===== config.mk =====
export PLATFORM = sky130hd
export DESIGN_NAME = esi_indicators
export DESIGN_NICKNAME = d
export VERILOG_FILES = /design/src/verilog/esi_indicators.v
export VERILOG_INCLUDE_DIRS = /design/src /design/src/common
export SDC_FILE = /design/constraint.sdc
export NUM_CORES = 1
export LEC_CHECK = 0
export BUFFER_PORTS_ARGS = -buffer_cell sky130_fd_sc_hd__buf_2
export CORE_ASPECT_RATIO = 1.5
export CORE_MARGIN = 3
export CORE_UTILIZATION = 53
export CTS_CLUSTER_SIZE = 12
export DETAILED_ROUTE_END_ITERATION = 10
export HOLD_SLACK_MARGIN = 0.02
export PLACE_DENSITY = 0.8
export SKIP_LAST_GASP = 1
export SYNTH_ARGS = -nofsm -noshare
export SYNTH_HDL_FRONTEND = slang
export SYNTH_SLANG_ARGS = --single-unit

===== constraint.sdc =====
create_clock -name CLK_SYS -period 2.6 [get_ports CLK_SYS]
set_input_delay 0.52 -clock CLK_SYS [delete_from_list [all_inputs] [get_ports CLK_SYS]]
set_output_delay 0.52 -clock CLK_SYS [all_outputs]
set_load 0.01 [all_outputs]

===== src/common/esi_map.vh =====
// Constants shared by the Ethernet status indicator block.
`ifndef ESI_MAP_VH
`define ESI_MAP_VH

// Clock rate and flash timing.
`define ESI_CLK_FREQ_MHZ 50
`define ESI_FLASH_HALF_PERIOD_US 50000
`define ESI_FLASH_HALF_CYCLES (`ESI_FLASH_HALF_PERIOD_US * `ESI_CLK_FREQ_MHZ)
`define ESI_FLASH_CNT_W 22

// Register bus layout.
`define ESI_ADDR_W 8
`define ESI_DATA_W 32
`define ESI_OFF_CTRL 8'h00
`define ESI_OFF_STATE 8'h04
`define ESI_OFF_IRQ_STATUS 8'h08
`define ESI_OFF_IRQ_MASK 8'h0c

// Control register.
`define ESI_CTRL_W 1
`define ESI_CTRL_SOFT_STANDBY 0
`define ESI_CTRL_RST 1'b0

// Interrupt status and mask layout.
`define ESI_IRQ_W 5
`define ESI_IRQ_LINK_LOST 0
`define ESI_IRQ_LINK_UP 1
`define ESI_IRQ_JABBER 2
`define ESI_IRQ_POLARITY 3
`define ESI_IRQ_COLLISION 4
`define ESI_IRQ_RST 5'h00

// State register width.
`define ESI_STATE_W 10

// Synchroniser lanes.
`define ESI_SYNC_W 12
`define ESI_SI_STANDBY 0
`define ESI_SI_PORT_TP 1
`define ESI_SI_TP_TX 2
`define ESI_SI_TP_RX 3
`define ESI_SI_TP_COL 4
`define ESI_SI_AUI_TX 5
`define ESI_SI_AUI_RX 6
`define ESI_SI_AUI_COL 7
`define ESI_SI_LINK 8
`define ESI_SI_REVERSED 9
`define ESI_SI_JABBER 10
`define ESI_SI_FIX_EN 11
`define ESI_SYNC_RST 12'h000

`endif


===== src/verilog/esi_indicators.v =====
// Status indicator outputs of a 10 Mb/s transceiver with an APB register slave.
//
// Decided for this implementation: the APB register port and the register addresses.
`timescale 1ns/100ps
`include "esi_map.vh"

module esi_indicators
#(
   parameter [31:0] FLASH_HALF_CYCLES = `ESI_FLASH_HALF_CYCLES,
   parameter CNT_W = `ESI_FLASH_CNT_W
)
(
   // Clock, reset and clock enable.
   input wire CLK_SYS,
   input wire NRST,
   input wire CE,
   // APB slave.
   input wire PSEL,
   input wire PENABLE,
   input wire PWRITE,
   input wire [`ESI_ADDR_W-1:0] PADDR,
   input wire [`ESI_DATA_W-1:0] PWDATA,
   output reg [`ESI_DATA_W-1:0] PRDATA,
   output reg PREADY,
   output reg PSLVERR,
   // Conditions from the rest of the transceiver.
   input wire STANDBY,
   input wire PORT_TP_SEL,
   input wire TP_TX_ACT,
   input wire TP_RX_ACT,
   input wire TP_COL_ACT,
   input wire AUI_TX_ACT,
   input wire AUI_RX_ACT,
   input wire AUI_COL_ACT,
   input wire LINK_GOOD,
   input wire RX_PAIR_REVERSED,
   input wire JABBER_DETECT,
   input wire AUTO_POLARITY_FIX_ENABLE,
   // Indicator pins, each with an active-low output enable.
   output reg TRANSMIT_ACTIVITY_LED,
   output reg TRANSMIT_ACTIVITY_LED_OE_N,
   output reg RECEIVE_ACTIVITY_LED,
   output reg RECEIVE_ACTIVITY_LED_OE_N,
   output reg COLLISION_ACTIVITY_LED,
   output reg COLLISION_ACTIVITY_LED_OE_N,
   output reg LINK_GOOD_INDICATOR,
   output reg LINK_GOOD_INDICATOR_OE_N,
   output reg POLARITY_FAULT_INDICATOR,
   output reg POLARITY_FAULT_INDICATOR_OE_N,
   output reg JABBER_INDICATOR,
   output reg JABBER_INDICATOR_OE_N,
   // Polarity correction request and interrupt.
   output reg POLARITY_FIX_ACTIVE,
   output reg IRQ
);

   localparam [CNT_W-1:0] CNT_ONE = {{(CNT_W-1){1'b0}}, 1'b1};
   localparam [CNT_W-1:0] HALF_LAST = FLASH_HALF_CYCLES[CNT_W-1:0] - CNT_ONE;

   // ----------------------------------------------------------------
   // Input synchroniser
   // ----------------------------------------------------------------
   wire [`ESI_SYNC_W-1:0] sync_raw;
   reg [`ESI_SYNC_W-1:0] sync1_q;
   reg [`ESI_SYNC_W-1:0] sync2_q;

   assign sync_raw = {AUTO_POLARITY_FIX_ENABLE, JABBER_DETECT, RX_PAIR_REVERSED, LINK_GOOD,
                      AUI_COL_ACT, AUI_RX_ACT, AUI_TX_ACT, TP_COL_ACT, TP_RX_ACT, TP_TX_ACT,
                      PORT_TP_SEL, STANDBY};

   // The first stage feeds only the second stage, so a metastable value never
   // reaches a gate.
   // CE gates both stages together, so a frozen block never leaves a condition
   // half way through the pair.
   always @(posedge CLK_SYS or negedge NRST)
   begin
      if (!NRST)
      begin
         sync1_q <= `ESI_SYNC_RST;
         sync2_q <= `ESI_SYNC_RST;
      end
      else if (CE)
      begin
         sync1_q <= sync_raw;
         sync2_q <= sync1_q;
      end
   end

   // ----------------------------------------------------------------
   // Conditions and port selection
   // ----------------------------------------------------------------
   reg [`ESI_CTRL_W-1:0] ctrl_q;
   wire standby;
   wire tp_mode;
   wire tx_act;
   wire rx_act;
   wire col_act;
   wire link_good;
   wire jabber;
   wire fix_active;

   // Soft standby from the control register acts exactly like the pin, so software
   // can dark every indicator without touching the board.
   assign standby = sync2_q[`ESI_SI_STANDBY] | ctrl_q[`ESI_CTRL_SOFT_STANDBY];
   assign tp_mode = sync2_q[`ESI_SI_PORT_TP];
   assign link_good = sync2_q[`ESI_SI_LINK];
   assign jabber = tp_mode & sync2_q[`ESI_SI_JABBER];
   assign tx_act = tp_mode ? sync2_q[`ESI_SI_TP_TX] : sync2_q[`ESI_SI_AUI_TX];
   assign rx_act = tp_mode ? sync2_q[`ESI_SI_TP_RX] : sync2_q[`ESI_SI_AUI_RX];
   // Jabber only exists on the pair transmitter, so it lights the LED in pair mode.
   assign col_act = (tp_mode ? sync2_q[`ESI_SI_TP_COL] : sync2_q[`ESI_SI_AUI_COL])
                    | jabber;
   assign fix_active = sync2_q[`ESI_SI_FIX_EN] & sync2_q[`ESI_SI_REVERSED];

   // ----------------------------------------------------------------
   // Flash divider
   // ----------------------------------------------------------------
   reg [CNT_W-1:0] cnt_q;
   reg [CNT_W-1:0] cnt_d;
   reg flash_q;
   reg flash_d;

   // Free running, so several LEDs that light together flash in step; the price
   // is that the first low phase after activity starts may be short.
   always @*
   begin
      cnt_d = cnt_q + CNT_ONE;
      flash_d = flash_q;
      if (cnt_q >= HALF_LAST)
      begin
         cnt_d = {CNT_W{1'b0}};
         flash_d = ~flash_q;
      end
   end

   // The phase flop resets to the off level, so the first half period after
   // reset is an off half on every activity LED.
   always @(posedge CLK_SYS or negedge NRST)
   begin
      if (!NRST)
      begin
         cnt_q <= {CNT_W{1'b0}};
         flash_q <= 1'b1;
      end
      else if (CE)
      begin
         cnt_q <= cnt_d;
         flash_q <= flash_d;
      end
   end

   // ----------------------------------------------------------------
   // Indicator pins
   // ----------------------------------------------------------------
   // Each level and its enable are flops, so a pin never glitches while a
   // condition moves between the synchroniser stages.
   always @(posedge CLK_SYS or negedge NRST)
   begin
      if (!NRST)
      begin
         TRANSMIT_ACTIVITY_LED <= 1'b1;
         TRANSMIT_ACTIVITY_LED_OE_N <= 1'b1;
         RECEIVE_ACTIVITY_LED <= 1'b1;
         RECEIVE_ACTIVITY_LED_OE_N <= 1'b1;
         COLLISION_ACTIVITY_LED <= 1'b1;
         COLLISION_ACTIVITY_LED_OE_N <= 1'b1;
         LINK_GOOD_INDICATOR <= 1'b1;
         LINK_GOOD_INDICATOR_OE_N <= 1'b1;
         POLARITY_FAULT_INDICATOR <= 1'b1;
         POLARITY_FAULT_INDICATOR_OE_N <= 1'b1;
         JABBER_INDICATOR <= 1'b0;
         JABBER_INDICATOR_OE_N <= 1'b1;
         POLARITY_FIX_ACTIVE <= 1'b0;
      end
      else if (CE)
      begin
         // An idle LED is released so the pull-up holds it in its high off state.
         TRANSMIT_ACTIVITY_LED <= tx_act ? flash_q : 1'b1;
         TRANSMIT_ACTIVITY_LED_OE_N <= standby | ~tx_act;
         RECEIVE_ACTIVITY_LED <= rx_act ? flash_q : 1'b1;
         RECEIVE_ACTIVITY_LED_OE_N <= standby | ~rx_act;
         COLLISION_ACTIVITY_LED <= col_act ? flash_q : 1'b1;
         COLLISION_ACTIVITY_LED_OE_N <= standby | ~col_act;
         LINK_GOOD_INDICATOR <= ~link_good;
         LINK_GOOD_INDICATOR_OE_N <= standby | ~tp_mode;
         // A failed link masks any reversal report.
         POLARITY_FAULT_INDICATOR <= ~link_good | ~fix_active;
         POLARITY_FAULT_INDICATOR_OE_N <= standby | ~tp_mode;
         JABBER_INDICATOR <= jabber;
         JABBER_INDICATOR_OE_N <= standby | ~tp_mode;
         POLARITY_FIX_ACTIVE <= fix_active & ~standby;
      end
   end

   // ----------------------------------------------------------------
   // Event detection
   // ----------------------------------------------------------------
   // Events are rising edges of the synchronised conditions; link lost is a falling edge of link good.
   // The history flops reset to the idle levels, so no false event follows reset.
   reg link_prev_q;
   reg jabber_prev_q;
   reg fix_prev_q;
   reg col_prev_q;
   wire [`ESI_IRQ_W-1:0] events;

   assign events[`ESI_IRQ_LINK_LOST] = tp_mode & link_prev_q & ~link_good;
   assign events[`ESI_IRQ_LINK_UP] = tp_mode & ~link_prev_q & link_good;
   assign events[`ESI_IRQ_JABBER] = jabber & ~jabber_prev_q;
   assign events[`ESI_IRQ_POLARITY] = fix_active & ~fix_prev_q;
   assign events[`ESI_IRQ_COLLISION] = col_act & ~col_prev_q;

   always @(posedge CLK_SYS or negedge NRST)
   begin
      if (!NRST)
      begin
         link_prev_q <= 1'b0;
         jabber_prev_q <= 1'b0;
         fix_prev_q <= 1'b0;
         col_prev_q <= 1'b0;
      end
      else if (CE)
      begin
         link_prev_q <= link_good;
         jabber_prev_q <= jabber;
         fix_prev_q <= fix_active;
         col_prev_q <= col_act;
      end
   end

   // ----------------------------------------------------------------
   // APB slave
   // ----------------------------------------------------------------
   reg [`ESI_IRQ_W-1:0] irq_status_q;
   reg [`ESI_IRQ_W-1:0] irq_status_d;
   reg [`ESI_IRQ_W-1:0] irq_mask_q;
   reg [`ESI_DATA_W-1:0] rdata_d;
   reg addr_ok;
   wire setup;
   wire access;
   wire wr_en;
   wire rd_en;
   wire [`ESI_STATE_W-1:0] state_bits;

   // PREADY is a flop set in the setup cycle, giving zero wait states.
   assign setup = PSEL & ~PENABLE;
   assign access = PSEL & PENABLE & PREADY;
   assign wr_en = access & PWRITE & addr_ok;
   assign rd_en = access & ~PWRITE & addr_ok;
   assign state_bits = {POLARITY_FIX_ACTIVE, flash_q, col_act, rx_act, tx_act, jabber,
                        sync2_q[`ESI_SI_REVERSED], link_good, tp_mode, standby};

   // Unmapped offsets answer with PSLVERR and take no write; the state register
   // is read only and silently ignores writes.
   always @*
   begin
      addr_ok = 1'b1;
      rdata_d = {`ESI_DATA_W{1'b0}};
      case (PADDR)
         `ESI_OFF_CTRL:
            rdata_d = {{(`ESI_DATA_W-`ESI_CTRL_W){1'b0}}, ctrl_q};
         `ESI_OFF_STATE:
            rdata_d = {{(`ESI_DATA_W-`ESI_STATE_W){1'b0}}, state_bits};
         `ESI_OFF_IRQ_STATUS:
            rdata_d = {{(`ESI_DATA_W-`ESI_IRQ_W){1'b0}}, irq_status_q};
         `ESI_OFF_IRQ_MASK:
            rdata_d = {{(`ESI_DATA_W-`ESI_IRQ_W){1'b0}}, irq_mask_q};
         default:
            addr_ok = 1'b0;
      endcase
   end

   // A read clears only the bits that it reported, so an event that lands between
   // the setup and the access cycle stays pending; an event in the access cycle
   // itself sets its bit again, so the set always wins.
   always @*
   begin
      irq_status_d = irq_status_q;
      if (rd_en && PADDR == `ESI_OFF_IRQ_STATUS)
      begin
         irq_status_d = irq_status_q & ~PRDATA[`ESI_IRQ_W-1:0];
      end
      irq_status_d = irq_status_d | events;
   end

   // IRQ is taken from the next status value, so it rises at the same edge as
   // its status bit and falls at the edge of the read that clears it.
   always @(posedge CLK_SYS or negedge NRST)
   begin
      if (!NRST)
      begin
         PREADY <= 1'b0;
         PSLVERR <= 1'b0;
         PRDATA <= {`ESI_DATA_W{1'b0}};
         ctrl_q <= `ESI_CTRL_RST;
         irq_mask_q <= `ESI_IRQ_RST;
         irq_status_q <= `ESI_IRQ_RST;
         IRQ <= 1'b0;
      end
      else if (CE)
      begin
         PREADY <= setup;
         if (setup)
         begin
            PSLVERR <= ~addr_ok;
            PRDATA <= PWRITE ? {`ESI_DATA_W{1'b0}} : rdata_d;
         end
         else if (access)
         begin
            PSLVERR <= 1'b0;
            PRDATA <= {`ESI_DATA_W{1'b0}};
         end
         if (wr_en && PADDR == `ESI_OFF_CTRL)
         begin
            ctrl_q <= PWDATA[`ESI_CTRL_W-1:0];
         end
         if (wr_en && PADDR == `ESI_OFF_IRQ_MASK)
         begin
            irq_mask_q <= PWDATA[`ESI_IRQ_W-1:0];
         end
         irq_status_q <= irq_status_d;
         IRQ <= |(irq_status_d & irq_mask_q);
      end
   end

endmodule


# After elaboration in Yosys (flattened, before gate mapping)
# Cells that the tools add are included.
# op_classes
addsub	1
order_cmp	1
eq_ne	3
n_mux	15
n_bitwise	43
reduce_logical	11
# ops
operator	count
32-bit two-way mux	3
10-bit one-hot mux with 4 select lines	1
22-bit by 1-bit adder with 22-bit output, second input constant	1
22-bit greater-or-equal comparator, second input constant	1
22-bit two-way mux	1
1-bit bitwise AND	17
8-bit by 4-bit == test with 1-bit output, second input constant	2
1-bit NOT	15
5-bit bitwise AND	2
1-bit two-way mux	9
8-bit by 3-bit == test with 1-bit output, second input constant	1
8-bit zero test	1
2-bit AND reduction	4
1-bit bitwise OR	7
5-bit two-way mux	1
5-bit NOT	1
5-bit bitwise OR	1
5-bit OR reduction	1
4-bit OR reduction	1
1-bit logical AND	3
2-bit nonzero test	1
# word_totals
reg_bits	107
inputBits	58
out_inout_bits	48
elab_cells	99

# Depth between registers and ports, before layout
# logic_depth
depth_word	9
depth_mapped	7
mapped_depth_nobuf	6

# Least setup slack after synthesis
# OpenSTA, ideal clock, no wires.
# synth_path
kind	input-to-reg
from	in PADDR[1]
to	reg PRDATA[7]
setup_time_ns	0.077
t_arrival_ns	2.387
t_required_ns	2.523
setup_slack_ns	0.136
path_stages	6
path_buffers	1
cell_sequence	or4_4 -> or2_0 -> or4_1 -> buf_2 -> or3b_4 -> o21ai_1
# synth_between
elab_chain_len	4
word_cells_on_any_way	7
cone_classes	eq/ne: 3; mux: 3; reduce/logical: 1
# synth_rtl
element	line	source
start: declaration	esi_indicators.v:21	input wire [`ESI_ADDR_W-1:0] PADDR,
8-bit by 4-bit == test with 1-bit output, or another cell as far along	esi_indicators.v:258	case (PADDR)
10-bit one-hot mux with 4 select lines *	esi_indicators.v:258	
32-bit two-way mux *	esi_indicators.v:305	PRDATA <= PWRITE ? {`ESI_DATA_W{1'b0}} : rdata_d;
32-bit two-way mux *	esi_indicators.v:302	if (setup)
end signal: assignment	esi_indicators.v:293	PRDATA <= {`ESI_DATA_W{1'b0}};
end signal: assignment	esi_indicators.v:305	
end signal: assignment	esi_indicators.v:310	PRDATA <= {`ESI_DATA_W{1'b0}};
end: declaration	esi_indicators.v:23	output reg [`ESI_DATA_W-1:0] PRDATA,
# Mark *: on every way between the ends. The rest lies on a longest branch, timed or not.
# A chain may end at the register's enable or synchronous reset.

# Final worst setup path
# layout_path
from	reg cnt_q[19]
to	reg flash_q
# layout_between
elab_chain_len	2
# layout_rtl
element	line	source
start: declaration	esi_indicators.v:118	reg [CNT_W-1:0] cnt_q;
start signal: assignment	esi_indicators.v:142	cnt_q <= {CNT_W{1'b0}};
start signal: assignment	esi_indicators.v:147	cnt_q <= cnt_d;
22-bit greater-or-equal comparator	esi_indicators.v:129	if (cnt_q >= HALF_LAST)
2-bit AND reduction (no source line)	--	
end signal: assignment	esi_indicators.v:148	flash_q <= flash_d;
end: declaration	esi_indicators.v:120	reg flash_q;
# No other way between the ends.

==> summary.txt <==
Timing
  – Final Slew Violations: 0
  – Worst Max-Slew Pin Slew: 649 ps
  – Crit share post-route: around 91%
  – Fmax: around 420 MHz
  – Final worst slack: roughly 240 ps
  – Endpoints failing setup: 0
  – Clock Skew: approximately 9.4 ps
  – Rel. slew slack: a little under three fifths
  – Setup TNS: 0 ps
  – Final Hold Vio Count: 0
  – RSZ-0062 raised after global routing: false
  – Fin crit period: roughly 2400 ps

Pwr
  – Pwr/cell area: approximately 650 nW/um^2
  – Peak VDD IR: a little over 0.4 mV
  – P_leak: between 2 and 2.5 nW

Floorplan
  – Initial core utilization: between 50% and 60%
  – CORE AREA: around 7400 um^2
  – Die Span Y: ~110 um
  – Die ar.: 8820 um^2
  – Io pins: between 100 and 150
  – Rows: 38
  – Chip Width: slightly below 80 um

Clock network
  – Root Buffer: clkbuf_8
  – Clock Path Buffers: 2
  – Post-CTS setup buffers: 0
  – # hold bufs at CTS: 0
  – Worst-path clk slew: ~80 ps
  – Num Clock Sinks: 85
  – Number of CTS-inserted buffers: 9
  – CTS tree: yes
  – Clock latency on the worst-skew pair: between 300 and 400 ps
  – Htree depth: 3
  – PostCTS Resize Cnt: 0

GRT
  – Total GRT Usage: about 20%
  – Vias in the first global route: 2,904
  – Largest net degree at the start of global routing: between 50 and 60
  – Overflow after GRT: 0
  – First-pass GRT wire length: approximately 14,000 um
  – Initial antenna violation count: 0

Synthesis
  – Netlist cell types: 54
  – Post-synthesis async set-or-reset flop share: between 90% and 100%
  – Flop and latch count out of synthesis: 85
  – EDFF count, synth: 0
  – Cells after Synth: around 380
  – Post-synthesis sequential area ratio: between 50% and 60%
  – Syn Area/Cell: about 11 um^2
  – Post-Syn Area: 4090 um^2
  – Predominant post-synthesis flop cell: dfrtp_1
  – Yosys warning total: 0

Place
  – HPWL after DPL: between 6000 and 7000 um
  – Place WS: 13.0 ps
  – # port buffers: 56
  – RD Place Congestion: roughly 0.87
  – Placed Instance Area: approximately 4400 um^2

Worst setup path
  – CP endpoint kind: flip-flop
  – CP Cell Sequence: or2_1 -> or4_1 -> or4_1 -> a21oi_2 -> buf_4 -> xor2_1
  – Startpoint Class: flip-flop
  – CP Data Required Time: between 2000 and 3000 ps
  – CP Class: flip-flop to flip-flop
  – Worst path max stage delay: roughly 600 ps
  – Worst path most repeated cell: or4_1
  – WP buf/inv: 1
  – Delay-heaviest family, CP: simple AND/OR/NAND/NOR gates
  – Crit path max fanout: 17
  – Worst path slowest cell: or4_1
  – Arrival time at the worst endpoint: about 2700 ps

Drt
  – DR vias/cell: between 5 and 6
  – Drt wl/cell: around 15 um
  – Remaining DRCs: 0
  – 1st-pass router iterations: 4
  – Post-route ant nets: 0
  – Detailed Route Iter0 Violations: around 130
  – Total wire length: 8180 um
  – Via count: between 2,000 and 3,000

Flow run
  – Max Cap Violations: 0

Run status
  – Status: completed

Finish
  – P&R area growth vs syn: 13.5%
  – # diodes: 0
  – Layout Utilization: a little over three fifths
  – Final nets: 500
  – Layout cell share with drive strength beyond 1: 29.8%
  – Final Instance Area: 4640 um^2

Hold path
  – Min-Delay Path Class: primary input to async pin
## cells in the final DEF (no fill, tap or decap), types with 3 or more instances in the layout
cell type	Yosys	routed
dfrtp_1	75	75
buf_2	1	55
nor2_1	35	35
mux2_2	35	35
nand2_1	31	31
conb_1	1	22
o21ai_0	16	16
buf_4	25	12
dfstp_2	10	10
xor2_1	10	10
clkbuf_8	0	10
nand3_1	9	9
a21oi_1	7	7
nor4_1	6	6
inv_1	6	6
nor3_1	6	6
xnor2_1	6	6
and3_1	5	5
and2_1	5	5
nand4_1	5	5
a22o_1	5	5
nor2b_1	5	5
nand2b_1	4	4
mux2i_1	4	4
a31oi_1	4	4
o2bb2ai_1	4	4
o31ai_1	4	4
or4_1	3	3
o22ai_1	3	3
o21ai_1	3	3
a22oi_1	3	3
o22a_1	3	3
and3b_1	3	3
clkbuf_1	8	3
## flip-flops by register name, indices dropped and copies added, names as in the netlist, 5 cells and up
name / count
irq_status_q: 5
sync2_q: 12
sync1_q: 12
cnt_q: 22
irq_mask_q: 5
PRDATA: 10
## worst paths after layout
check | end | startpoint | slack, ps | cells past startpoint
setup / recovery | flash_q | cnt_q[19] | 240 | 6
hold / removal | cnt_q[13] | NRST | 180 | 1
setup reg to reg | flash_q | cnt_q[19] | 240 | 6
hold reg to reg | POLARITY_FAULT_INDICATOR | POLARITY_FAULT_INDICATOR | 490 | 2
max in group asynchronous | COLLISION_ACTIVITY_LED | NRST | 1680 | 2
min in group CLK_SYS | irq_mask_q[1] | PWDATA[1] | 390 | 2
## layer usage
layer	share of wire [%]	vias to the layer above	track usage (%)
met1	43	1476	23.4
met5	0	-	0
li1	-	1426	-
met3	4.9	12	4.82
met4	2.2	0	8.91
met2	50	76	33.2
## Yosys cell counts (6+ instances only)
library cell / instances / share of area (%)
inv_1: 6 / 0.55
nand3_1: 9 / 1.1
nor4_1: 6 / 0.92
dfstp_2: 10 / 6.4
nand2_1: 31 / 2.8
a21oi_1: 7 / 0.86
buf_4: 25 / 4.6
dfrtp_1: 75 / 46
mux2_2: 35 / 9.6
nor3_1: 6 / 0.73
o21ai_0: 16 / 2.0
xnor2_1: 6 / 1.3
clkbuf_1: 8 / 0.73
xor2_1: 10 / 2.1
nor2_1: 35 / 3.2
## power breakdown
part	leakage [nW]	total [mW]	switching (mW)	internal [mW]
Clock	0.108	1.02	0.450	0.572
Combinational	0.989	0.408	0.216	0.192
Sequential	1.05	1.59	0.119	1.47
## cells by family (layout without fill, tap and decap cells)
family	after synthesis	count (layout)	synth area share [%]
muxes	39	39	10.6
buffers and inverters	44	90	6.37
other	1	22	0.0918
and+or+nand+nor	127	127	15.7
DFF	85	85	52.4
adders and majority gates	1	1	0.306
AOI/OAI and AO/OA	66	66	11.1
xor gates and xnor gates	16	16	3.43
## through the flow
step           cells  hold slack [ps]  power [mW]
5_1_grt          546              218        3.17
6_report         546              185        3.02
3_5_place_dp     530              476        2.02
2_1_floorplan    400              224        1.87
4_1_cts          546              184        3.05
3_3_place_gp     530              470        2.00
## area by class of cell
| cell class | count | area, um^2 |
|---|---|---|
| sequential | 85 | 2140 |
| clock inverter | 3 | 68.8 |
| clock buffer | 13 | 149 |
| multi-input combinational | 271 | 1770 |
| tap | 100 | 125 |
| timing repair buffer | 67 | 365 |
| fill | 608 | 2730 |
| inverter | 7 | 26.3 |
No activity file was read; power rests on OpenSTA's default activity.
